$ cat src/ppb_pkg.sv
// Package with shared constants and types for the parallel pin port.
package ppb_pkg;

   localparam int          PPB_W           = 8;
   localparam logic [7:0]  PPB_MODE_RESET  = 8'h00;
   localparam logic [7:0]  PPB_MODE_FREE   = 8'h01;
   localparam logic [7:0]  PPB_MODE_LOCK   = 8'h04;
   localparam logic [7:0]  PPB_DIR_RST     = 8'h00;
   localparam logic [7:0]  PPB_OUT_RST     = 8'h00;
   localparam int          PPB_SETUP_CYC   = 1;
   localparam logic [1:0]  PPB_SETUP_CNT   = 2'(PPB_SETUP_CYC);

   typedef struct packed {
      logic [7:0] mode;
      logic [7:0] dir;
   } ppb_cfg_s;

   typedef enum logic [4:0] {
      PPB_IDLE   = 5'h01,
      PPB_SAMPLE = 5'h02,
      PPB_DRIVE  = 5'h04,
      PPB_SETUP  = 5'h08,
      PPB_STROBE = 5'h10
   } ppb_state_e;

   typedef struct packed {
      logic [1:0] cnt;
      logic       full0;
      logic       full1;
      logic [7:0] d0;
      logic [7:0] d1;
   } ppb_buf_s;

endpackage

$ cat src/ppb_cfg.sv
// Mode and direction holder loaded by the setup command.
`timescale 1ns/10ps
`default_nettype none
module ppb_cfg
   import ppb_pkg::*;
(
   // Clock and reset
   input  wire logic       i_sys_clk,
   input  wire logic       i_rst_n,
   input  wire logic       i_ce,
   // Setup command
   input  wire logic       i_cmd_valid,
   input  wire logic [7:0] i_cmd_mode,
   input  wire logic [7:0] i_cmd_dir,
   // Held configuration
   output ppb_cfg_s        o_cfg
);
   ppb_cfg_s st_reg;
   ppb_cfg_s st_next;

   assign o_cfg = st_reg;

   always_comb begin
      st_next = st_reg;
      if (i_cmd_valid) begin
         st_next.mode = i_cmd_mode;
         // Direction only changes on a new setup command.
         st_next.dir  = i_cmd_dir;
         if (i_cmd_mode == PPB_MODE_RESET) begin
            st_next.dir = PPB_DIR_RST;
         end
      end
   end

   always_ff @(posedge i_sys_clk or negedge i_rst_n) begin
      if (!i_rst_n) begin
         st_reg.mode <= PPB_MODE_RESET;
         st_reg.dir  <= PPB_DIR_RST;
      end else if (i_ce) begin
         st_reg <= st_next;
      end
   end
endmodule
`default_nettype wire

$ cat src/ppb_port.sv
// Top of the eight-pin parallel port with free-running and lock-step modes.
// Overview of operation
// - Free mode brings both strobes to pins.
// - Free mode moves host bytes to output pins.
// - Each pin has its own direction bit.
// - Free mode pacing follows baud ticks.
// - Pins change only on new byte and tick.
// - Mode value 01 selects free mode.
// - Lock mode updates pins on host byte.
// - Lock mode samples only after a write.
// - Lock mode waits for room for sample.
// - Sample before drive; returns lag one byte.
// - Mode value 04 selects lock mode.
// - Read pins, sample strobe low, forward sample.
// - Sample strobe high, outputs take new byte.
// - One setup cycle, then update strobe pulse.
// - Setup command loads direction mask, held.
// - Mode value 00 returns to reset state.
`timescale 1ns/10ps
`default_nettype none
module ppb_port
   import ppb_pkg::*;
(
   // Clock, reset and enable
   input  wire logic       i_sys_clk,
   input  wire logic       i_rst_n,
   input  wire logic       i_ce,
   // Pin mode command
   input  wire logic       i_cmd_valid,
   input  wire logic [7:0] i_cmd_mode,
   input  wire logic [7:0] i_cmd_dir,
   // Baud tick
   input  wire logic       i_baud_tick,
   // Host to pins stream
   input  wire logic       i_h2p_valid,
   input  wire logic [7:0] i_h2p_data,
   output logic            o_h2p_ready,
   // Pins to host stream
   output logic            o_p2h_valid,
   output logic [7:0]      o_p2h_data,
   input  wire logic       i_p2h_ready,
   // Parallel pins
   input  wire logic [7:0] i_pin,
   output logic [7:0]      o_pin,
   output logic [7:0]      o_pin_oe_n,
   // Strobes
   output logic            o_pin_sample_strobe_n,
   output logic            o_pin_update_strobe_n
);
   typedef struct packed {
      ppb_state_e state;
      logic [1:0] cnt;
      logic [7:0] out;
      logic [7:0] nbyte;
      logic [7:0] oe_n;
      logic       rd_n;
      logic       wr_n;
      logic       p2h_valid;
      logic [7:0] p2h_data;
      logic       h2p_ready;
   } ppb_core_s;

   ppb_core_s st_reg;
   ppb_core_s st_next;
   ppb_cfg_s  cfg;
   logic      b_valid;
   logic [7:0] b_data;
   logic      b_pop;
   logic      b_ready;
   logic      free_md;
   logic      lock_md;
   logic      mode_clr;
   logic [1:0] h2p_occ;

   assign free_md  = (cfg.mode == PPB_MODE_FREE);
   assign lock_md  = (cfg.mode == PPB_MODE_LOCK);
   assign mode_clr = i_cmd_valid && (i_cmd_mode == PPB_MODE_RESET);

   // Occupancy the buffer will hold after this edge. The registered ready
   // must show next cycle's room; a copy of the old flag would lag by one
   // cycle and let the host push into a full buffer and lose the byte.
   assign h2p_occ  = 2'(b_valid) + 2'(!b_ready) - 2'(b_pop)
                   + 2'(i_h2p_valid && b_ready);

   ppb_cfg u_cfg (
      .i_sys_clk   (i_sys_clk),
      .i_rst_n     (i_rst_n),
      .i_ce        (i_ce),
      .i_cmd_valid (i_cmd_valid),
      .i_cmd_mode  (i_cmd_mode),
      .i_cmd_dir   (i_cmd_dir),
      .o_cfg       (cfg)
   );

   // The buffer absorbs a host byte while the core is busy or stalled.
   ppb_skid u_buf (
      .i_sys_clk (i_sys_clk),
      .i_rst_n   (i_rst_n),
      .i_ce      (i_ce),
      .i_clr     (mode_clr),
      .i_valid   (i_h2p_valid),
      .i_data    (i_h2p_data),
      .o_ready   (b_ready),
      .o_valid   (b_valid),
      .o_data    (b_data),
      .i_ready   (b_pop)
   );

   // A byte leaves the buffer only in idle, paced by mode conditions.
   always_comb begin
      b_pop = 1'b0;
      if (st_reg.state == PPB_IDLE && b_valid) begin
         if (free_md) begin
            b_pop = i_baud_tick;
         end else if (lock_md) begin
            b_pop = !st_reg.p2h_valid || i_p2h_ready;
         end
      end
   end

   always_comb begin
      st_next = st_reg;
      st_next.h2p_ready = mode_clr || (h2p_occ != 2'h2);
      st_next.oe_n = ~cfg.dir;
      if (st_reg.p2h_valid && i_p2h_ready) begin
         st_next.p2h_valid = 1'b0;
      end
      case (st_reg.state)
         PPB_IDLE: begin
            st_next.rd_n = 1'b1;
            st_next.wr_n = 1'b1;
            if (b_pop && free_md) begin
               // Byte goes straight to the output pins on the tick.
               st_next.out  = b_data;
               st_next.wr_n = 1'b0;
               st_next.rd_n = 1'b0;
            end else if (b_pop && lock_md) begin
               st_next.nbyte = b_data;
               st_next.wr_n  = 1'b1;
               st_next.state = PPB_SAMPLE;
            end
         end
         PPB_SAMPLE: begin
            // Pins are read before the new byte is driven.
            st_next.rd_n      = 1'b0;
            st_next.p2h_data  = i_pin;
            st_next.p2h_valid = 1'b1;
            st_next.state     = PPB_DRIVE;
         end
         PPB_DRIVE: begin
            st_next.rd_n  = 1'b1;
            st_next.out   = st_reg.nbyte;
            st_next.cnt   = PPB_SETUP_CNT;
            st_next.state = PPB_SETUP;
         end
         PPB_SETUP: begin
            st_next.cnt = st_reg.cnt - 2'h1;
            if (st_reg.cnt == 2'h1) begin
               st_next.wr_n  = 1'b0;
               st_next.state = PPB_STROBE;
            end
         end
         PPB_STROBE: begin
            st_next.wr_n  = 1'b1;
            st_next.state = PPB_IDLE;
         end
         default: begin
            st_next.state = PPB_IDLE;
         end
      endcase
      if (mode_clr) begin
         st_next.state     = PPB_IDLE;
         st_next.out       = PPB_OUT_RST;
         st_next.rd_n      = 1'b1;
         st_next.wr_n      = 1'b1;
         st_next.p2h_valid = 1'b0;
      end
   end

   always_ff @(posedge i_sys_clk or negedge i_rst_n) begin
      if (!i_rst_n) begin
         st_reg           <= '0;
         st_reg.state     <= PPB_IDLE;
         st_reg.oe_n      <= 8'hFF;
         st_reg.out       <= PPB_OUT_RST;
         st_reg.rd_n      <= 1'b1;
         st_reg.wr_n      <= 1'b1;
      end else if (i_ce) begin
         st_reg <= st_next;
      end
   end

   assign o_h2p_ready           = st_reg.h2p_ready;
   assign o_p2h_valid           = st_reg.p2h_valid;
   assign o_p2h_data            = st_reg.p2h_data;
   assign o_pin                 = st_reg.out;
   assign o_pin_oe_n            = st_reg.oe_n;
   assign o_pin_sample_strobe_n = st_reg.rd_n;
   assign o_pin_update_strobe_n = st_reg.wr_n;

   property p_free_tick;
      @(posedge i_sys_clk) disable iff (!i_rst_n)
      (i_ce && st_reg.state == PPB_IDLE && free_md && b_valid && i_baud_tick
       && !i_cmd_valid) |=> (o_pin == $past(b_data) && !o_pin_update_strobe_n);
   endproperty
   a_free_tick: assert property (p_free_tick)
      else $error("Free mode byte not driven on tick.");

   property p_no_tick;
      @(posedge i_sys_clk) disable iff (!i_rst_n)
      (i_ce && free_md && !i_baud_tick && !i_cmd_valid
       && st_reg.state == PPB_IDLE) |=> $stable(o_pin);
   endproperty
   a_no_tick: assert property (p_no_tick)
      else $error("Pins changed without a baud tick.");

   property p_dir;
      @(posedge i_sys_clk) disable iff (!i_rst_n)
      (i_ce && !i_cmd_valid) ##1 (i_ce && !i_cmd_valid)
      |=> (o_pin_oe_n == ~cfg.dir);
   endproperty
   a_dir: assert property (p_dir)
      else $error("Output enables differ from direction mask.");

   property p_lock_seq;
      @(posedge i_sys_clk) disable iff (!i_rst_n)
      (i_ce && st_reg.state == PPB_SAMPLE && !i_cmd_valid) ##1
      (i_ce && !i_cmd_valid)[*3]
      |-> $past(o_pin_sample_strobe_n, 2) == 1'b0
          && o_pin_update_strobe_n == 1'b0;
   endproperty
   a_lock_seq: assert property (p_lock_seq)
      else $error("Lock step strobe order wrong.");

   property p_sample;
      @(posedge i_sys_clk) disable iff (!i_rst_n)
      (i_ce && st_reg.state == PPB_SAMPLE && !i_cmd_valid)
      |=> (o_p2h_valid && o_p2h_data == $past(i_pin) && !o_pin_sample_strobe_n);
   endproperty
   a_sample: assert property (p_sample)
      else $error("Pin sample not captured.");

   property p_drive;
      @(posedge i_sys_clk) disable iff (!i_rst_n)
      (i_ce && st_reg.state == PPB_DRIVE && !i_cmd_valid)
      |=> (o_pin == $past(st_reg.nbyte) && o_pin_sample_strobe_n);
   endproperty
   a_drive: assert property (p_drive)
      else $error("New byte not driven after capture.");

   property p_room;
      @(posedge i_sys_clk) disable iff (!i_rst_n)
      (lock_md && st_reg.p2h_valid && !i_p2h_ready) |-> !b_pop;
   endproperty
   a_room: assert property (p_room)
      else $error("Byte taken without room for sample.");

   property p_no_spont;
      @(posedge i_sys_clk) disable iff (!i_rst_n)
      (i_ce && lock_md && st_reg.state == PPB_IDLE && !b_pop)
      |=> !(o_p2h_valid && !$past(o_p2h_valid));
   endproperty
   a_no_spont: assert property (p_no_spont)
      else $error("Sample sent without a write.");

   property p_clr;
      @(posedge i_sys_clk) disable iff (!i_rst_n)
      (i_ce && mode_clr) |=> (st_reg.state == PPB_IDLE && o_pin_update_strobe_n
                             && o_pin_sample_strobe_n && !o_p2h_valid);
   endproperty
   a_clr: assert property (p_clr)
      else $error("Mode zero did not return to reset state.");

   property p_free_rel;
      @(posedge i_sys_clk) disable iff (!i_rst_n)
      (i_ce && free_md && !o_pin_update_strobe_n && !b_pop && !i_cmd_valid)
      |=> (o_pin_update_strobe_n && o_pin_sample_strobe_n);
   endproperty
   a_free_rel: assert property (p_free_rel)
      else $error("Free mode strobes not released.");

   // The new byte must stand one full cycle before the update strobe.
   property p_upd_setup;
      @(posedge i_sys_clk) disable iff (!i_rst_n)
      (i_ce && st_reg.state == PPB_SETUP && !i_cmd_valid)
      |=> (!o_pin_update_strobe_n && $stable(o_pin));
   endproperty
   a_upd_setup: assert property (p_upd_setup)
      else $error("Update strobe without data setup cycle.");

   property p_upd_rel;
      @(posedge i_sys_clk) disable iff (!i_rst_n)
      (i_ce && st_reg.state == PPB_STROBE && !i_cmd_valid)
      |=> (o_pin_update_strobe_n && st_reg.state == PPB_IDLE);
   endproperty
   a_upd_rel: assert property (p_upd_rel)
      else $error("Update strobe not released.");

   property p_ready_mirror;
      @(posedge i_sys_clk) disable iff (!i_rst_n)
      i_ce |=> (o_h2p_ready == b_ready);
   endproperty
   a_ready_mirror: assert property (p_ready_mirror)
      else $error("Host ready differs from buffer room.");

   c_clr: cover property (@(posedge i_sys_clk) disable iff (!i_rst_n)
      mode_clr && b_valid);
   c_free: cover property (@(posedge i_sys_clk) disable iff (!i_rst_n)
      free_md && b_pop);
   c_lock: cover property (@(posedge i_sys_clk) disable iff (!i_rst_n)
      st_reg.state == PPB_STROBE);
   c_stall: cover property (@(posedge i_sys_clk) disable iff (!i_rst_n)
      lock_md && b_valid && o_p2h_valid && !i_p2h_ready);
endmodule
`default_nettype wire

$ cat src/ppb_skid.sv
// Two-entry buffer with valid and ready on both sides.
`timescale 1ns/10ps
`default_nettype none
module ppb_skid
   import ppb_pkg::*;
(
   // Clock and reset
   input  wire logic       i_sys_clk,
   input  wire logic       i_rst_n,
   input  wire logic       i_ce,
   input  wire logic       i_clr,
   // Filling side
   input  wire logic       i_valid,
   input  wire logic [7:0] i_data,
   output logic            o_ready,
   // Draining side
   output logic            o_valid,
   output logic [7:0]      o_data,
   input  wire logic       i_ready
);
   ppb_buf_s st_reg;
   ppb_buf_s st_next;
   logic     push;
   logic     pop;

   assign o_ready = !st_reg.full1;
   assign o_valid = st_reg.full0;
   assign o_data  = st_reg.d0;
   assign push    = i_valid && !st_reg.full1;
   assign pop     = i_ready && st_reg.full0;

   always_comb begin
      st_next = st_reg;
      st_next.cnt = '0;
      if (pop) begin
         st_next.d0    = st_reg.d1;
         st_next.full0 = st_reg.full1;
         st_next.full1 = 1'b0;
      end
      if (push) begin
         if (!st_next.full0) begin
            st_next.d0    = i_data;
            st_next.full0 = 1'b1;
         end else begin
            st_next.d1    = i_data;
            st_next.full1 = 1'b1;
         end
      end
      if (i_clr) begin
         st_next.full0 = 1'b0;
         st_next.full1 = 1'b0;
      end
   end

   always_ff @(posedge i_sys_clk or negedge i_rst_n) begin
      if (!i_rst_n) begin
         st_reg <= '0;
      end else if (i_ce) begin
         st_reg <= st_next;
      end
   end
endmodule
`default_nettype wire

$ cat config.mk
export PLATFORM = sky130hd
export DESIGN_NAME = ppb_port
export DESIGN_NICKNAME = d
export VERILOG_FILES = /design/src/ppb_pkg.sv /design/src/ppb_cfg.sv /design/src/ppb_port.sv /design/src/ppb_skid.sv
export SDC_FILE = /design/constraint.sdc
export NUM_CORES = 1
export LEC_CHECK = 0
export BUFFER_PORTS_ARGS = -buffer_cell sky130_fd_sc_hd__buf_2
export CORE_UTILIZATION = 37
export DETAILED_ROUTE_END_ITERATION = 8
export PLACE_DENSITY = 0.6
export SLEW_MARGIN = 0
export SYNTH_ARGS = -nofsm -noshare
export SYNTH_HDL_FRONTEND = slang
export SYNTH_SLANG_ARGS = --single-unit
$ cat constraint.sdc
create_clock -name i_sys_clk -period 3.85 [get_ports i_sys_clk]
set_input_delay 0.385 -clock i_sys_clk [delete_from_list [all_inputs] [get_ports i_sys_clk]]
set_output_delay 0.385 -clock i_sys_clk [all_outputs]
set_load 0.03 [all_outputs]
==> results of run 1 <==
layout by cell type (no fill, tap or decap), drive strengths merged, types with 9 or more instances in the layout:
cell and count:
mux2 33, inv 17, o2bb2ai 9, nand2 16, buf 68, o21ai 10
o21a 11, dfrtp 66, a22o 9, clkbuf 13, o22a 9, dfstp 11
mux2i 16
area by class of cell:
cell class	instances	share of cell area
multi-input combinational	171	0.343
clock inverter	3	0.00370
tap	129	0.0397
inverter	17	0.0157
clock buffer	13	0.0342
sequential	77	0.478
timing repair buffer	68	0.0856
where the power goes:
group	switching (W)	internal, W	total [W]
clock	0.000273	0.000232	0.000505
sequential	0.0000720	0.000943	0.00101
combinational	0.000201	0.000167	0.000368
worst max path at each step:
stage                                       from                       to  slack, ps  cells after the start
after floorplan           st_reg[38]$_DFFE_PN1P_  o_h2p_ready$_DFFE_PN0P_       1130                      8
after global placement    st_reg[38]$_DFFE_PN1P_  o_h2p_ready$_DFFE_PN0P_       1000                      8
after detailed placement  st_reg[38]$_DFFE_PN1P_  o_h2p_ready$_DFFE_PN0P_        910                      8
after CTS                 st_reg[38]$_DFFE_PN1P_  o_h2p_ready$_DFFE_PN0P_        880                      8
after global routing      st_reg[38]$_DFFE_PN1P_  o_h2p_ready$_DFFE_PN0P_        750                      8
final                     st_reg[38]$_DFFE_PN1P_  o_h2p_ready$_DFFE_PN0P_        910                      8
critical path, stage by stage (launching register included):
cell	delay (ps)
dfstp_2	580
or3b_1	450
nor4_4	490
and3_2	300
ha_1	230
inv_1	70
fa_1	400
nor3_1	200
a21oi_1	100
metal layers:
metal,track usage,vias up,share of wire
met5,0,-,0
met4,0.0725,0,0.013
met3,0.0250,8,0.041
met2,0.229,67,0.45
met1,0.202,1142,0.50
li1,-,1140,-
kinds of logic (layout without fill, tap and decap cells):
logic type | after synthesis | after routing
simple gates | 52 | 52
flops | 77 | 77
mux | 49 | 49
fa+ha+maj | 3 | 3
buf+inv | 47 | 101
xor+xnor | 2 | 2
compound gates | 65 | 65
cell usage after synthesis (3+ instances only):
master | number | area (um^2)
mux2_2 | 33 | 372
a21oi_1 | 4 | 20.0
inv_1 | 17 | 63.8
clkbuf_1 | 5 | 18.8
o22a_1 | 7 | 61.3
a22o_1 | 9 | 78.8
nor4_1 | 3 | 18.8
buf_4 | 24 | 180
o21ai_0 | 8 | 40.0
mux2i_1 | 16 | 160
and3_1 | 3 | 18.8
nand2_1 | 16 | 60.1
nor2_1 | 6 | 22.5
dfstp_2 | 11 | 289
o2bb2ai_1 | 9 | 78.8
nand3_1 | 5 | 25.0
or2_2 | 3 | 18.8
o21a_1 | 11 | 82.6
dfrtp_1 | 66 | 1650
metrics by stage:
stage	cell area (um^2)	instances	hold WS, ps
after detailed placement	3910	462	411
after floorplan	3600	295	89.4
after global routing	4060	478	252
after global placement	3910	462	402
after CTS	4060	478	227
final	4060	478	185
==> qor.csv, run 1 <==
metric,value,unit
status,"finished, final reports clean",
final WL,6790,um
Die Width,101,um
max reg flops,16,
fin crit share,0.764,
"Hold-fix buffers, CTS",0,
Initial Utilization,0.386,
total CTS buffers,9,
routed vias/inst,4.93,
GRT Overall Usage,0.148,
Simple-Gate Fraction of Synth Area,0.0802,
Final min period,2940,ps
worst vdd ir,178,uV
grt ovf,0,
postcts setup bufs,0,
FF+latch area,1940,um^2
Die Area,10100,um^2
Seq cells post-synth,77,
Required @ worst endpoint,4050,ps
RR Endpoint,o_h2p_ready$_DFFE_PN0P_,
n_diodes,0,
Adder-Cell Fraction of Synth Area,0.0125,
crit path launch type,flip-flop,
first-pass GRT wire length,11600,um
largest net degree at the start of global routing,78,
FF-to-FF path depth,8,
Final Hold Vio Count,0,
"Max FO, Critical Path",7,
Hold Crit Class,in -> async,
# setup viols final,0,
Post-synth EDFFs,0,
CTS tree,done,
worst slew pin tran,952,ps
Longest Clk Path Bufs,2,
multiplexer area fraction after synthesis,0.148,
Reg-to-Reg Start,st_reg[38]$_DFFE_PN1P_,
post-CTS sizing,0,
DR WL/cell,14.2,um
Fmax,0.340,GHz
Syn Area/Cell,12.2,um^2
initial drt markers,90,
Post-Syn Area,3600,um^2
initial antenna violation count,0,
DRT antenna net count,0,
vias in the first global route,2366,
H-tree depth,3,
ys flop type,dfrtp_1,
Worst Clk Skew,8.95,ps
Final Wtd Congestion,0.816,
cell count after synthesis,295,
placement row count,35,
HPWL after detailed placement,4850,um
max_slew headroom,0.365,
PD cells,465,nW/um^2
io pins,67,
CTS sink count,77,
First-pass DRT Iterations,4,
layout cells sized above 1,0.393,
setup slack at placement,906,ps
Die Ht,101,um
Synth cell types,47,
Filler cells,880,
clk slew on worst S/H paths,80,ps
area delta synth->final,12.8,%
main combinational cell family by area after synthesis,multiplexers,
Leak,1.95,nW
final worst setup slack,907,ps
PortBufs,66,
Critical Path End Type,flip-flop,
Power Total,0.00189,W
ys async rst share,1.00,
Final Core Density,0.436,
RSZ-0062 raised after global routing,no,
setup TNS,0,ps
CP Class,reg -> reg,
Clock Latency Late Sink,340,ps
Synth Warn #,0,
via count,2357,
final slew viol count,0,
Synth Area in Compound Gates,0.142,
area of the multi-input gates,1400,um^2
CP arrival,3150,ps
Core ar.,9330,um^2
Reg2Reg Setup Slack,910,ps
Root Buffer,clkbuf_8,
xor/xnor cell area share of the yosys netlist,0.00486,
Mapped Nets,337,
max cap viols,0,
residual DRC count,0,
register area share after synthesis,0.539,
Post-layout nets,386,
(Power assumes the default switching activity.)
==> inputs of run 2 (changes only) <==
- clock period: 3.85 -> 3.08 ns (I/O delays scaled with it)
==> qor.csv, run 2 (synthesis gave the netlist of run 1 again) <==
metric,value,unit,change
Fmax,0.374,GHz,was 0.340 GHz
First-pass DRT Iterations,4,,unchanged
grt ovf,0,,unchanged
Hold Crit Class,in -> async,,unchanged
postcts setup bufs,0,,unchanged
setup TNS,0,ps,unchanged
final slew viol count,0,,unchanged
Leak,2.00,nW,was 1.95 nW
Final Wtd Congestion,0.803,,was 0.816
layer with the highest usage,met2,,unchanged
DR WL/cell,14.3,um,was 14.2 um
area delta synth->final,15.4,%,was 12.8%
placement row count,35,,unchanged
Required @ worst endpoint,3300,ps,was 4050 ps
layout cells sized above 1,0.400,,was 0.393
PD cells,637,nW/um^2,was 465 nW/um^2
"Max FO, Critical Path",7,,unchanged
Final Hold Vio Count,0,,unchanged
Post-layout nets,387,,was 386
Root Buffer,clkbuf_8,,unchanged
max cap viols,0,,unchanged
Critical Path End Type,flip-flop,,unchanged
Layout Cell Area excl Fill,4160,um^2,was 4060 um^2
Die Ht,101,um,unchanged
RSZ-0062 raised after global routing,no,,unchanged
CTS tree,done,,unchanged
Final Core Density,0.446,,was 0.436
PortBufs,66,,unchanged
"Cell Area, Placed",3920,um^2,was 3910 um^2
CTS sink count,77,,unchanged
vias in the first global route,2289,,was 2366
final worst setup slack,405,ps,was 907 ps
HPWL after detailed placement,4880,um,was 4850 um
CP arrival,2890,ps,was 3150 ps
Final min period,2680,ps,was 2940 ps
Reg2Reg Setup Slack,400,ps,was 910 ps
post-CTS sizing,0,,unchanged
CP Class,reg -> reg,,unchanged
Clock Latency Late Sink,350,ps,was 340 ps
final WL,6860,um,was 6790 um
worst vdd ir,194,uV,was 178 uV
# setup viols final,0,,unchanged
worst slew pin tran,945,ps,was 952 ps
residual DRC count,0,,unchanged
DRT antenna net count,0,,unchanged
GR Layer Usage met2,0.210,,was 0.229
via count,2333,,was 2357
status,"finished, final reports clean",,unchanged
crit path launch type,flip-flop,,unchanged
first-pass GRT wire length,11400,um,was 11600 um
max_slew headroom,0.370,,was 0.365
"commonest non-fill, non-tap cell in the layout",dfrtp_1,,unchanged
io pins,67,,unchanged
Min Hold Slack,97.1,ps,was 185 ps
Core ar.,9330,um^2,unchanged
most frequent cells in the layout,"66 x dfrtp_1, 65 x buf_2, 33 x mux2_2",,unchanged
Longest Clk Path Bufs,2,,unchanged
GR Util met3,0.0347,,was 0.0250
largest net degree at the start of global routing,78,,unchanged
H-tree depth,3,,unchanged
setup slack at placement,428,ps,was 906 ps
Die Area,10100,um^2,unchanged
n_diodes,0,,unchanged
max reg flops,16,,unchanged
clk slew on worst S/H paths,80,ps,about the same
fin crit share,0.869,,was 0.764
Worst Clk Skew,9.84,ps,was 8.95 ps
total CTS buffers,9,,unchanged
initial antenna violation count,0,,unchanged
Initial Utilization,0.386,,unchanged
Die Width,101,um,unchanged
routed vias/inst,4.87,,was 4.93
"Hold-fix buffers, CTS",0,,unchanged
GRT met1 Usage,0.210,,was 0.202
GRT Overall Usage,0.147,,was 0.148
initial drt markers,101,,was 90
run 2: cell types whose count changed in the layout (fill, tap and decap cells not counted):
cell       delta
clkinv_2      -2
bufinv_16     +3
clkbuf_1      -2
clkbuf_8      +1
buf_4         +1
run 2: final timing paths:
kind / cells after the start / endpoint / startpoint
max in group asynchronous: 1 / o_p2h_data[2]$_DFFE_PN0P_ / i_rst_n
worst min-delay path: 1 / u_cfg.o_cfg[0]$_DFFE_PN0P_ / i_rst_n
worst max register to register: 8 / o_h2p_ready$_DFFE_PN0P_ / st_reg[38]$_DFFE_PN1P_
worst max-delay path: 8 / o_h2p_ready$_DFFE_PN0P_ / st_reg[38]$_DFFE_PN1P_
min in group i_sys_clk: 2 / u_cfg.o_cfg[0]$_DFFE_PN0P_ / i_cmd_dir[0]
worst min register to register: 1 / o_pin_oe_n[3]$_DFFE_PN1P_ / u_cfg.o_cfg[3]$_DFFE_PN0P_
run 2: metal layers:
metal	part of all wire	wire length, um
met1	0.50	3460
met2	0.44	3000
met3	0.039	270
met4	0.020	134
met5	0	0
run 2: per-stage QoR:
step / total power (W) / cells
detailed placement: 0.00175 / 463
global route: 0.00280 / 479
CTS: 0.00269 / 479
global placement: 0.00174 / 463
floorplan: 0.00164 / 295
finish: 0.00265 / 479
run 2: power breakdown:
part / internal (W) / switching (W)
logic: 0.000209 / 0.000250
registers: 0.00118 / 0.0000909
clock network: 0.000560 / 0.000361
run 2: layout make-up:
type / count / area, um^2
Clock inverter: 4 / 95.1
Tap cell: 129 / 161
Clock buffer: 12 / 145
Timing Repair Buffer: 69 / 355
Inverter: 17 / 63.8
Fill cell: 881 / 5170
Multi-Input combinational cell: 171 / 1400
Sequential cell: 77 / 1940
run 2: critical path: stages (launching register included):
cell and delay (ps):
dfstp_2 580, or3b_1 450, nor4_4 300, and3_2 240
ha_1 230, inv_1 70, fa_1 400, nor3_1 200
a21oi_1 90
